File: config.mk
export PLATFORM = sky130hd
export DESIGN_NAME = ssps_port
export DESIGN_NICKNAME = d
export VERILOG_FILES = /design/src/core/ssps_pkg.sv /design/src/core/ssps_port.sv
export SDC_FILE = /design/constraint.sdc
export NUM_CORES = 1
export LEC_CHECK = 0
export ABC_AREA = 1
export BUFFER_PORTS_ARGS = -buffer_cell sky130_fd_sc_hd__buf_2
export CAP_MARGIN = 10
export CORE_ASPECT_RATIO = 0.75
export CORE_MARGIN = 1
export CORE_UTILIZATION = 50
export CTS_BUF_LIST = sky130_fd_sc_hd__clkbuf_4 sky130_fd_sc_hd__clkbuf_8
export CTS_CLUSTER_DIAMETER = 50
export DETAILED_ROUTE_END_ITERATION = 12
export MAX_ROUTING_LAYER = met4
export PLACE_DENSITY = 0.75
export SYNTH_ARGS = -nofsm -noshare
export SYNTH_HDL_FRONTEND = slang
export SYNTH_SLANG_ARGS = --single-unit
export TNS_END_PERCENT = 100
File: constraint.sdc
create_clock -name i_mclk -period 1.7 [get_ports i_mclk]
set_input_delay 0.51 -clock i_mclk [delete_from_list [all_inputs] [get_ports i_mclk]]
set_output_delay 0.51 -clock i_mclk [all_outputs]
set_load 0.03 [all_outputs]
File: src/core/ssps_pkg.sv
// Constants and types shared by the dual serial slave port of the sensor
package ssps_pkg;

  // ---------------------------------------------------------------
  // Byte framing
  // ---------------------------------------------------------------
  localparam int unsigned BYTE_BITS  = 8;
  localparam logic [2:0]  BIT_LAST   = 3'h7;    // Index of eighth clock in a byte
  localparam int unsigned CMD_FLAG_B = 7;       // 1 = command byte, 0 = data byte
  localparam int unsigned RD_FLAG_B  = 6;       // 1 = read, 0 = write
  localparam int unsigned ADDR_HI_B  = 5;
  localparam int unsigned ADDR_LO_B  = 2;

  // ---------------------------------------------------------------
  // Register address map (content lives outside this block)
  // ---------------------------------------------------------------
  localparam logic [3:0] ADDR_STATUS   = 4'h0;
  localparam logic [3:0] ADDR_WR_FIRST = 4'h1;  // First writable register
  localparam logic [3:0] ADDR_WR_LAST  = 4'h6;  // Last writable register

  // ---------------------------------------------------------------
  // Reset values
  // ---------------------------------------------------------------
  localparam logic [7:0] SHIFT_RST = 8'h00;
  localparam logic [2:0] CNT_RST   = 3'h0;
  localparam logic [3:0] ADDR_RST  = 4'h0;
  localparam logic       MISO_RST  = 1'b1;      // High after reset, sleep or scan; between bytes the line holds the last bit sent
  localparam logic       IRQ_N_RST = 1'b1;

  // ---------------------------------------------------------------
  // Types
  // ---------------------------------------------------------------
  typedef enum logic [1:0] {
    ST_SLEEP = 2'b00,     // Reset/sleep pin held high
    ST_CMD   = 2'b01,     // Expecting a command byte
    ST_DATA  = 2'b10,     // Data byte following a command
    ST_SCAN  = 2'b11      // Factory scan test, left only by reset
  } ssps_state_t;

  typedef struct packed {
    logic       valid;
    logic [3:0] addr;
    logic [6:0] data;
  } ssps_wr_t;

  typedef struct packed {
    logic       valid;
    logic [7:0] data;
  } ssps_byte_t;

endpackage

File: src/core/ssps_port.sv
// Dual serial slave port: slow control port and fast image port
`timescale 1ns/10ps

module ssps_port
  import ssps_pkg::*;
(
  input  wire logic       i_mclk,
  input  wire logic       i_rst_b,
  input  wire logic       i_reset_sleep,        // Reset/sleep pin, active high
  input  wire logic       i_sck,
  input  wire logic       i_mosi,
  input  wire logic       i_slow_port_select_n,
  input  wire logic       i_fast_port_select_n,
  input  wire logic [7:0] i_reg_rdata,          // Register read data for o_reg_addr
  input  wire logic [7:0] i_pix_data,           // Next image byte for the fast port
  input  wire logic       i_irq_event,          // One-cycle event from the core
  output logic            o_miso,
  output logic            o_irq_n,
  output logic            o_sleep,
  output logic            o_scan_test,
  output logic [3:0]      o_reg_addr,
  output ssps_wr_t        o_reg_wr,
  output logic            o_status_rd,
  output logic            o_pix_ack,
  output ssps_byte_t      o_fast_rx
);

  // ---------------------------------------------------------------
  // State
  // ---------------------------------------------------------------
  ssps_state_t state_r, state_nxt;
  logic [2:0]  cnt_r, cnt_nxt;
  logic [7:0]  rx_r, rx_nxt;
  logic [7:0]  tx_r, tx_nxt;
  logic        sck_d_r, sck_d_nxt;
  logic        rd_r, rd_nxt;
  logic [3:0]  addr_r, addr_nxt;
  logic        miso_r, miso_nxt;
  logic        irq_n_r, irq_n_nxt;
  logic        sleep_r, sleep_nxt;
  logic        scan_r, scan_nxt;
  ssps_wr_t    wr_r, wr_nxt;
  logic        stat_rd_r, stat_rd_nxt;
  logic        pix_ack_r, pix_ack_nxt;
  ssps_byte_t  frx_r, frx_nxt;

  logic        sel_slow;
  logic        sel_fast;
  logic        sck_rise;
  logic        sck_fall;
  logic [7:0]  rx_byte;
  logic [7:0]  load_byte;

  // Port decode: clock and data count only with exactly one select low
  assign sel_slow = ~i_slow_port_select_n & i_fast_port_select_n;
  assign sel_fast = ~i_fast_port_select_n & i_slow_port_select_n;
  // Clock idles high, so each bit opens on a falling edge; only rising edges are counted
  assign sck_rise = i_sck & ~sck_d_r;
  assign sck_fall = ~i_sck & sck_d_r;
  assign rx_byte  = {rx_r[6:0], i_mosi};

  // ---------------------------------------------------------------
  // Byte offered at the start of each transfer
  // ---------------------------------------------------------------
  // Slow port answers only in the data slot after a read command
  always_comb begin
    load_byte = SHIFT_RST;
    if (sel_fast) begin
      load_byte = i_pix_data;
    end else if (state_r == ST_DATA && rd_r) begin
      load_byte = i_reg_rdata;
    end
  end

  // ---------------------------------------------------------------
  // Next-state logic
  // ---------------------------------------------------------------
  always_comb begin
    state_nxt   = state_r;
    cnt_nxt     = cnt_r;
    rx_nxt      = rx_r;
    tx_nxt      = tx_r;
    sck_d_nxt   = i_sck;
    rd_nxt      = rd_r;
    addr_nxt    = addr_r;
    miso_nxt    = miso_r;
    irq_n_nxt   = irq_n_r;
    sleep_nxt   = 1'b0;
    scan_nxt    = scan_r;
    wr_nxt      = '0;
    stat_rd_nxt = 1'b0;
    pix_ack_nxt = 1'b0;
    frx_nxt     = '0;

    if (i_reset_sleep) begin
      // Pin reset brings the bit counter back into byte alignment, as i_rst_b does
      state_nxt = ST_SLEEP;
      sleep_nxt = 1'b1;
      cnt_nxt   = CNT_RST;
      rx_nxt    = SHIFT_RST;
      tx_nxt    = SHIFT_RST;
      rd_nxt    = 1'b0;
      addr_nxt  = ADDR_RST;
      miso_nxt  = MISO_RST;
      irq_n_nxt = IRQ_N_RST;
      scan_nxt  = 1'b0;
    end else if (state_r == ST_SCAN) begin
      // Scan test holds until the reset pin; serial ports stay deaf
      scan_nxt = 1'b1;
      miso_nxt = MISO_RST;
    end else if (~i_slow_port_select_n & ~i_fast_port_select_n) begin
      state_nxt = ST_SCAN;
      scan_nxt  = 1'b1;
      miso_nxt  = MISO_RST;
    end else begin
      if (state_r == ST_SLEEP) begin
        state_nxt = ST_CMD;
      end

      // Falling edge launches the next bit, MSB first
      if ((sel_slow | sel_fast) && sck_fall) begin
        if (cnt_r == CNT_RST) begin
          miso_nxt = load_byte[7];
          tx_nxt   = {load_byte[6:0], 1'b0};
        end else begin
          miso_nxt = tx_r[7];
          tx_nxt   = {tx_r[6:0], 1'b0};
        end
      end

      // Rising edge samples; the counter survives a deselect on purpose
      if ((sel_slow | sel_fast) && sck_rise) begin
        rx_nxt  = rx_byte;
        cnt_nxt = 3'(cnt_r + 3'h1);
        if (cnt_r == BIT_LAST) begin
          if (sel_fast) begin
            pix_ack_nxt   = 1'b1;
            frx_nxt.valid = 1'b1;
            frx_nxt.data  = rx_byte;
          end else if (rx_byte[CMD_FLAG_B]) begin
            // Command byte: latch direction and address
            state_nxt = ST_DATA;
            rd_nxt    = rx_byte[RD_FLAG_B];
            addr_nxt  = rx_byte[ADDR_HI_B:ADDR_LO_B];
          end else if (state_r == ST_DATA) begin
            state_nxt = ST_CMD;
            if (rd_r) begin
              // Status read hands the event back to the host
              stat_rd_nxt = (addr_r == ADDR_STATUS);
            end else if (addr_r >= ADDR_WR_FIRST && addr_r <= ADDR_WR_LAST) begin
              wr_nxt.valid = 1'b1;
              wr_nxt.addr  = addr_r;
              wr_nxt.data  = rx_byte[6:0];
            end
          end
        end
      end

      // Interrupt: a new event wins over the status-read clear
      if (i_irq_event) begin
        irq_n_nxt = 1'b0;
      end else if (stat_rd_r) begin
        irq_n_nxt = 1'b1;
      end
    end
  end

  // ---------------------------------------------------------------
  // Registers
  // ---------------------------------------------------------------
  always_ff @(posedge i_mclk or negedge i_rst_b) begin
    if (!i_rst_b) begin
      state_r   <= ST_SLEEP;
      cnt_r     <= CNT_RST;
      rx_r      <= SHIFT_RST;
      tx_r      <= SHIFT_RST;
      sck_d_r   <= 1'b1;
      rd_r      <= 1'b0;
      addr_r    <= ADDR_RST;
      miso_r    <= MISO_RST;
      irq_n_r   <= IRQ_N_RST;
      sleep_r   <= 1'b1;
      scan_r    <= 1'b0;
      wr_r      <= '0;
      stat_rd_r <= 1'b0;
      pix_ack_r <= 1'b0;
      frx_r     <= '0;
    end else begin
      state_r   <= state_nxt;
      cnt_r     <= cnt_nxt;
      rx_r      <= rx_nxt;
      tx_r      <= tx_nxt;
      sck_d_r   <= sck_d_nxt;
      rd_r      <= rd_nxt;
      addr_r    <= addr_nxt;
      miso_r    <= miso_nxt;
      irq_n_r   <= irq_n_nxt;
      sleep_r   <= sleep_nxt;
      scan_r    <= scan_nxt;
      wr_r      <= wr_nxt;
      stat_rd_r <= stat_rd_nxt;
      pix_ack_r <= pix_ack_nxt;
      frx_r     <= frx_nxt;
    end
  end

  // ---------------------------------------------------------------
  // Outputs, all straight from flops
  // ---------------------------------------------------------------
  assign o_miso      = miso_r;
  assign o_irq_n     = irq_n_r;
  assign o_sleep     = sleep_r;
  assign o_scan_test = scan_r;
  assign o_reg_addr  = addr_r;
  assign o_reg_wr    = wr_r;
  assign o_status_rd = stat_rd_r;
  assign o_pix_ack   = pix_ack_r;
  assign o_fast_rx   = frx_r;

endmodule

Word level (Yosys, flattened, before mapping)
Index checks and enable logic that the tools add are counted.
- input bits: 24
- word-level logic and storage cells: 138
- output and inout bits: 31
- flip-flop bits (word level): 53
- $add $sub $neg: 1
- magnitude comparators: 2
- bitwise operators: 10
- multiplexer cells: 83
- reductions and logical operators: 18
- equality and inequality tests: 6
- operator list (kind ; count):
    $mux W12 ; 10
    $mux W8 ; 7
    $mux W9 ; 6
    $mux W1 ; 36
    $mux W4 ; 7
    $mux W7 ; 4
    $mux W2 ; 9
    $mux W3 ; 4
    $reduce_and A3 Y1 ; 3
    $reduce_bool A2 Y1 ; 4
    $ne A2 B2 Y1 const B ; 3
    $reduce_and A6 Y1 ; 1
    $reduce_bool A3 Y1 ; 2
    $and A1 B1 Y1 ; 5
    $eq A2 B2 Y1 const B ; 2
    $ge A4 B1 Y1 const B ; 1
    $le A4 B3 Y1 const B ; 1
    $logic_and A1 B1 Y1 ; 4
    $logic_not A4 Y1 ; 1
    $not A1 Y1 ; 4
    $reduce_bool A4 Y1 ; 1
    $add A3 B1 Y3 const B ; 1
    $eq A3 B3 Y1 const B ; 1
    $logic_not A3 Y1 ; 1
    2 further kinds ; 2

Longest topological paths before layout
- depth in word-level cells: 12
- gate-level depth with buffers: 9
- gate-level depth less buffers: 9

Worst setup path after synthesis
Ideal clock, no wire load.
- kind: input port to flip-flop
- from: in i_fast_port_select_n
- to: reg tx_r[1]
- cell stages on the path: 8
- library setup time: 65 ps
- arrival time: 1454 ps
- slack: 181 ps
- buffers on the path: 0
- cells stage by stage: inv_1 -> ha_1 -> nand2_1 -> nor2_4 -> nand2_2 -> nor2_4 -> nand3_1 -> nand2_1
- longest elaborated chain between the ends: 8
- elaborated cells on any way between the ends: 15
- RTL lines (what ; RTL line ; text):
    start, declared ; ssps_port.sv:13 ; input wire logic i_fast_port_select_n,
    $not A1 Y1 ; ssps_port.sv:56, ssps_port.sv:111 ;
    $and A1 B1 Y1 ; ssps_port.sv:56 ; assign sel_fast = ~i_fast_port_select_n & i_slow_port_select_n;
    $mux W8 ; ssps_port.sv:68 ; if (sel_fast) begin
    $mux W8 ; ssps_port.sv:122 ; if (cnt_r == CNT_RST) begin
    $mux W8 ; ssps_port.sv:121 ; if ((sel_slow | sel_fast) && sck_fall) begin
    $mux W8 ; ssps_port.sv:111 ; end else if (~i_slow_port_select_n & ~i_fast_port_select_n) begin
    $mux W8 ; ssps_port.sv:107 ; end else if (state_r == ST_SCAN) begin
    $mux W8 ; ssps_port.sv:95 ; if (i_reset_sleep) begin
    end signal, assigned ; ssps_port.sv:192 ; tx_r <= tx_nxt;
    end, declared ; ssps_port.sv:34 ; logic [7:0] tx_r, tx_nxt;
Parallel ways exist; a longest one is shown, timed or not. The select of a mux whose other input is x is not followed.
A chain may end at the register's enable or synchronous reset.

Worst setup path in the final report
- from: reg miso_r (netlist: o_miso)
- to: out o_miso
- RTL lines (what ; RTL line ; text):
    start, declared ; ssps_port.sv:38 ; logic miso_r, miso_nxt;
    start signal, assigned ; ssps_port.sv:196 ; miso_r <= miso_nxt;
    end, declared ; ssps_port.sv:17 ; output logic o_miso,
No word-level cell between the ends.

==> results.txt <==
Status: completed
CP Cell Sequence: buf_2
Synth Area in Simple Gates: 0.316
Routed Antenna Nets: 0
Share of post-route cells with drive strength above 1: 0.310
Max incr delay on CP: 0.54 ns
Kind of critical path: reg -> out
Die width: 82.6 um
Total core area: 0.00457 sq mm
Initial Util: 0.533
Grt total ovfl: 0
DRT Pass-1 Iters: 4
Layout area overhead: 21.9%
Root buf cell: clkbuf_8
Die Y: 62.5 um
RSZ-0062 raised after global routing: false
Final Hold Viols: 0
Clk_lat worst skew: 0.32 ns
Critical path startpoint category: flop
P_int: 1.83 mW
CTS resizes: 0
Commonest non-fill, non-tap cell in the layout: nand2_1
Post-synth top area share: 0.482
Setup bufs post-CTS: 0
First-pass GRT wire length: 8160 um
Area contributors post-synth: dfrtp_1 (48%), nand2_1 (11%), inv_1 (5.8%)
DRC violations left: 0
Mux contribution to synthesized area: 0
Cells after Synth: 286
Peak VDD IR: 529 uV
Crit-path max FO: 2
Total GRT Usage: 0.221
Setup_tns: 0 ns
Avg Inst Size Synth: 8.53 sq um
IO buf count: 54
Number of I/O pins: 55
Most frequent cells in the layout: nand2_1 (70), buf_2 (54), dfrtp_1 (47)
Synthesized net count: 315
Leakage: 1.67 nW
Post-CTS Hold Buffers: 0
Synthesized-area fraction occupied by xor and xnor cells: 0
Flop pwr share: 0.514
Worst path buffer plus inverter count: 1
Worst Path Required: 1.19 ns
Drt via density: 4.86
Fmax: 0.645 GHz
Clock period minus worst slack: 1.55 ns
Post-route total power: 2.44 mW
H-tree Lvls: 2
NetSw: 0.611 mW
# setup viols final: 0
Clk pwr share: 0.371
Crit path DAT: 1.04 ns
Vias in the first global route: 1769
Synth Warn #: 0
Max-slew violation count: 0
Post-synthesis cell area: 0.00244 sq mm
Vias: 2003
Yosys top cell by area: dfrtp_1
Synth Area in Compound Gates: 0.0457
WL per Instance: 11.9 um
Clk sinks: 51
Num CTS Buffers: 5
Worst Hold Class: in -> async
Post-Synth Adder-Cell Area: 0.0257
DPL Wire Length: 3610 um
Cell Rows: 21
Seq cells post-synth: 51
Total die area: 0.00516 sq mm
Sw Share: 0.251
Initial antenna violation count: 0
CTS tree: yes
Final worst-path cycle share: 0.912
Clk_skew: 0.0134 ns
Clk buf depth: 2
Final layout net count: 383
Seq/Total Area, Yosys: 0.525
DRT iter0 DRCs: 179
Largest family of logic cells by synthesized area: simple AND/OR/NAND/NOR gates
Crit path capture type: primary output
Reg clk slew, reported paths: 0.10 ns
Max-cap viol count: 0
Routability congestion estimate: 0.880
Largest delay share family, worst path: flip-flops
Largest net degree at the start of global routing: 52
Combinational power share: 0.115
Antenna diode count: 0
Slowest-stage cell, CP: dfstp_2
Synth cell types: 27
DRT Wirelength: 4900 um
Pwr/cell area: 820 mW/mm^2
power by group through the flow:
stage          Combinational (mW)  Clock, mW  Sequential, mW
3_3_place_gp                0.276          0            1.28
4_1_cts                     0.283      0.908            1.25
2_1_floorplan               0.153          0            1.29
5_1_grt                     0.319      0.988            1.26
3_5_place_dp                0.282          0            1.28
6_report                    0.280      0.903            1.25
per-layer routing:
layer,part of all wire,wire length (um),global-route usage
met5,0,0,-
met4,0.013,64,0.0647
met3,0.061,298,0.0715
met2,0.43,2100,0.290
met1,0.50,2430,0.323
synth_stat cells (all sizes together):
master / n
dfrtp: 47
nand2: 74
nor3b: 1
or2: 6
o21ai: 15
dfstp: 4
conb: 1
clkinv: 1
ha: 5
nor2: 50
nand3: 29
buf: 6
inv: 41
nor3: 1
a21oi: 5
path summary, 6_finish.rpt:
path | end | start | depth (start not counted) | slack, ns
max | o_miso | o_miso | 1 | 0.15
min | o_fast_rx[2] | i_rst_b | 2 | 0.16
max reg2reg | tx_r[2] | cnt_r[0] | 7 | 0.22
min reg2reg | tx_r[4] | tx_r[4] | 2 | 0.48
max in group asynchronous | o_sleep | i_rst_b | 2 | 1.26
min in group i_mclk | o_sleep | i_reset_sleep | 1 | 0.35
logic make-up (layout without fill, tap and decap cells):
group	count (synthesis)	count (layout)
fa+ha+maj	5	5
simple gates	161	161
flops	51	51
compound gates	20	20
buf+inv	48	117
other cells	1	1
final cells by class:
class	instances	area [sq um]
clock buffers	6	82.6
clock inverters	2	38.8
fillers	379	1600
inverters	42	158
multi-input cells	187	948
flip-flops and latches	51	1280
well taps	57	71.3
repair buffers	67	393
registers in the layout, summed over array words and instances (netlist names):
signal	flops
o_miso	1
o_status_rd	1
cnt_r	3
sck_d_r	1
rx_r	7
o_irq_n	1
state_r	2
o_sleep	1
tx_r	7
o_fast_rx	9
o_scan_test	1
o_reg_wr	12
o_reg_addr	4
rd_r	1
through the flow:
step | instances | hold slack [ns] | area, sq um | worst slack [ns] | util
final | 412 | 0.159 | 2970 | 0.150 | 0.650
after global routing | 412 | 0.169 | 2970 | 0.0870 | 0.650
after CTS | 412 | 0.181 | 2970 | 0.144 | 0.650
after detailed placement | 404 | 0.458 | 2850 | -0.0706 | 0.624
after global placement | 404 | 0.454 | 2850 | -0.0432 | 0.624
after floorplan | 286 | 0.214 | 2440 | 0.181 | -
Note: power is estimated with default switching activity, not from simulation.
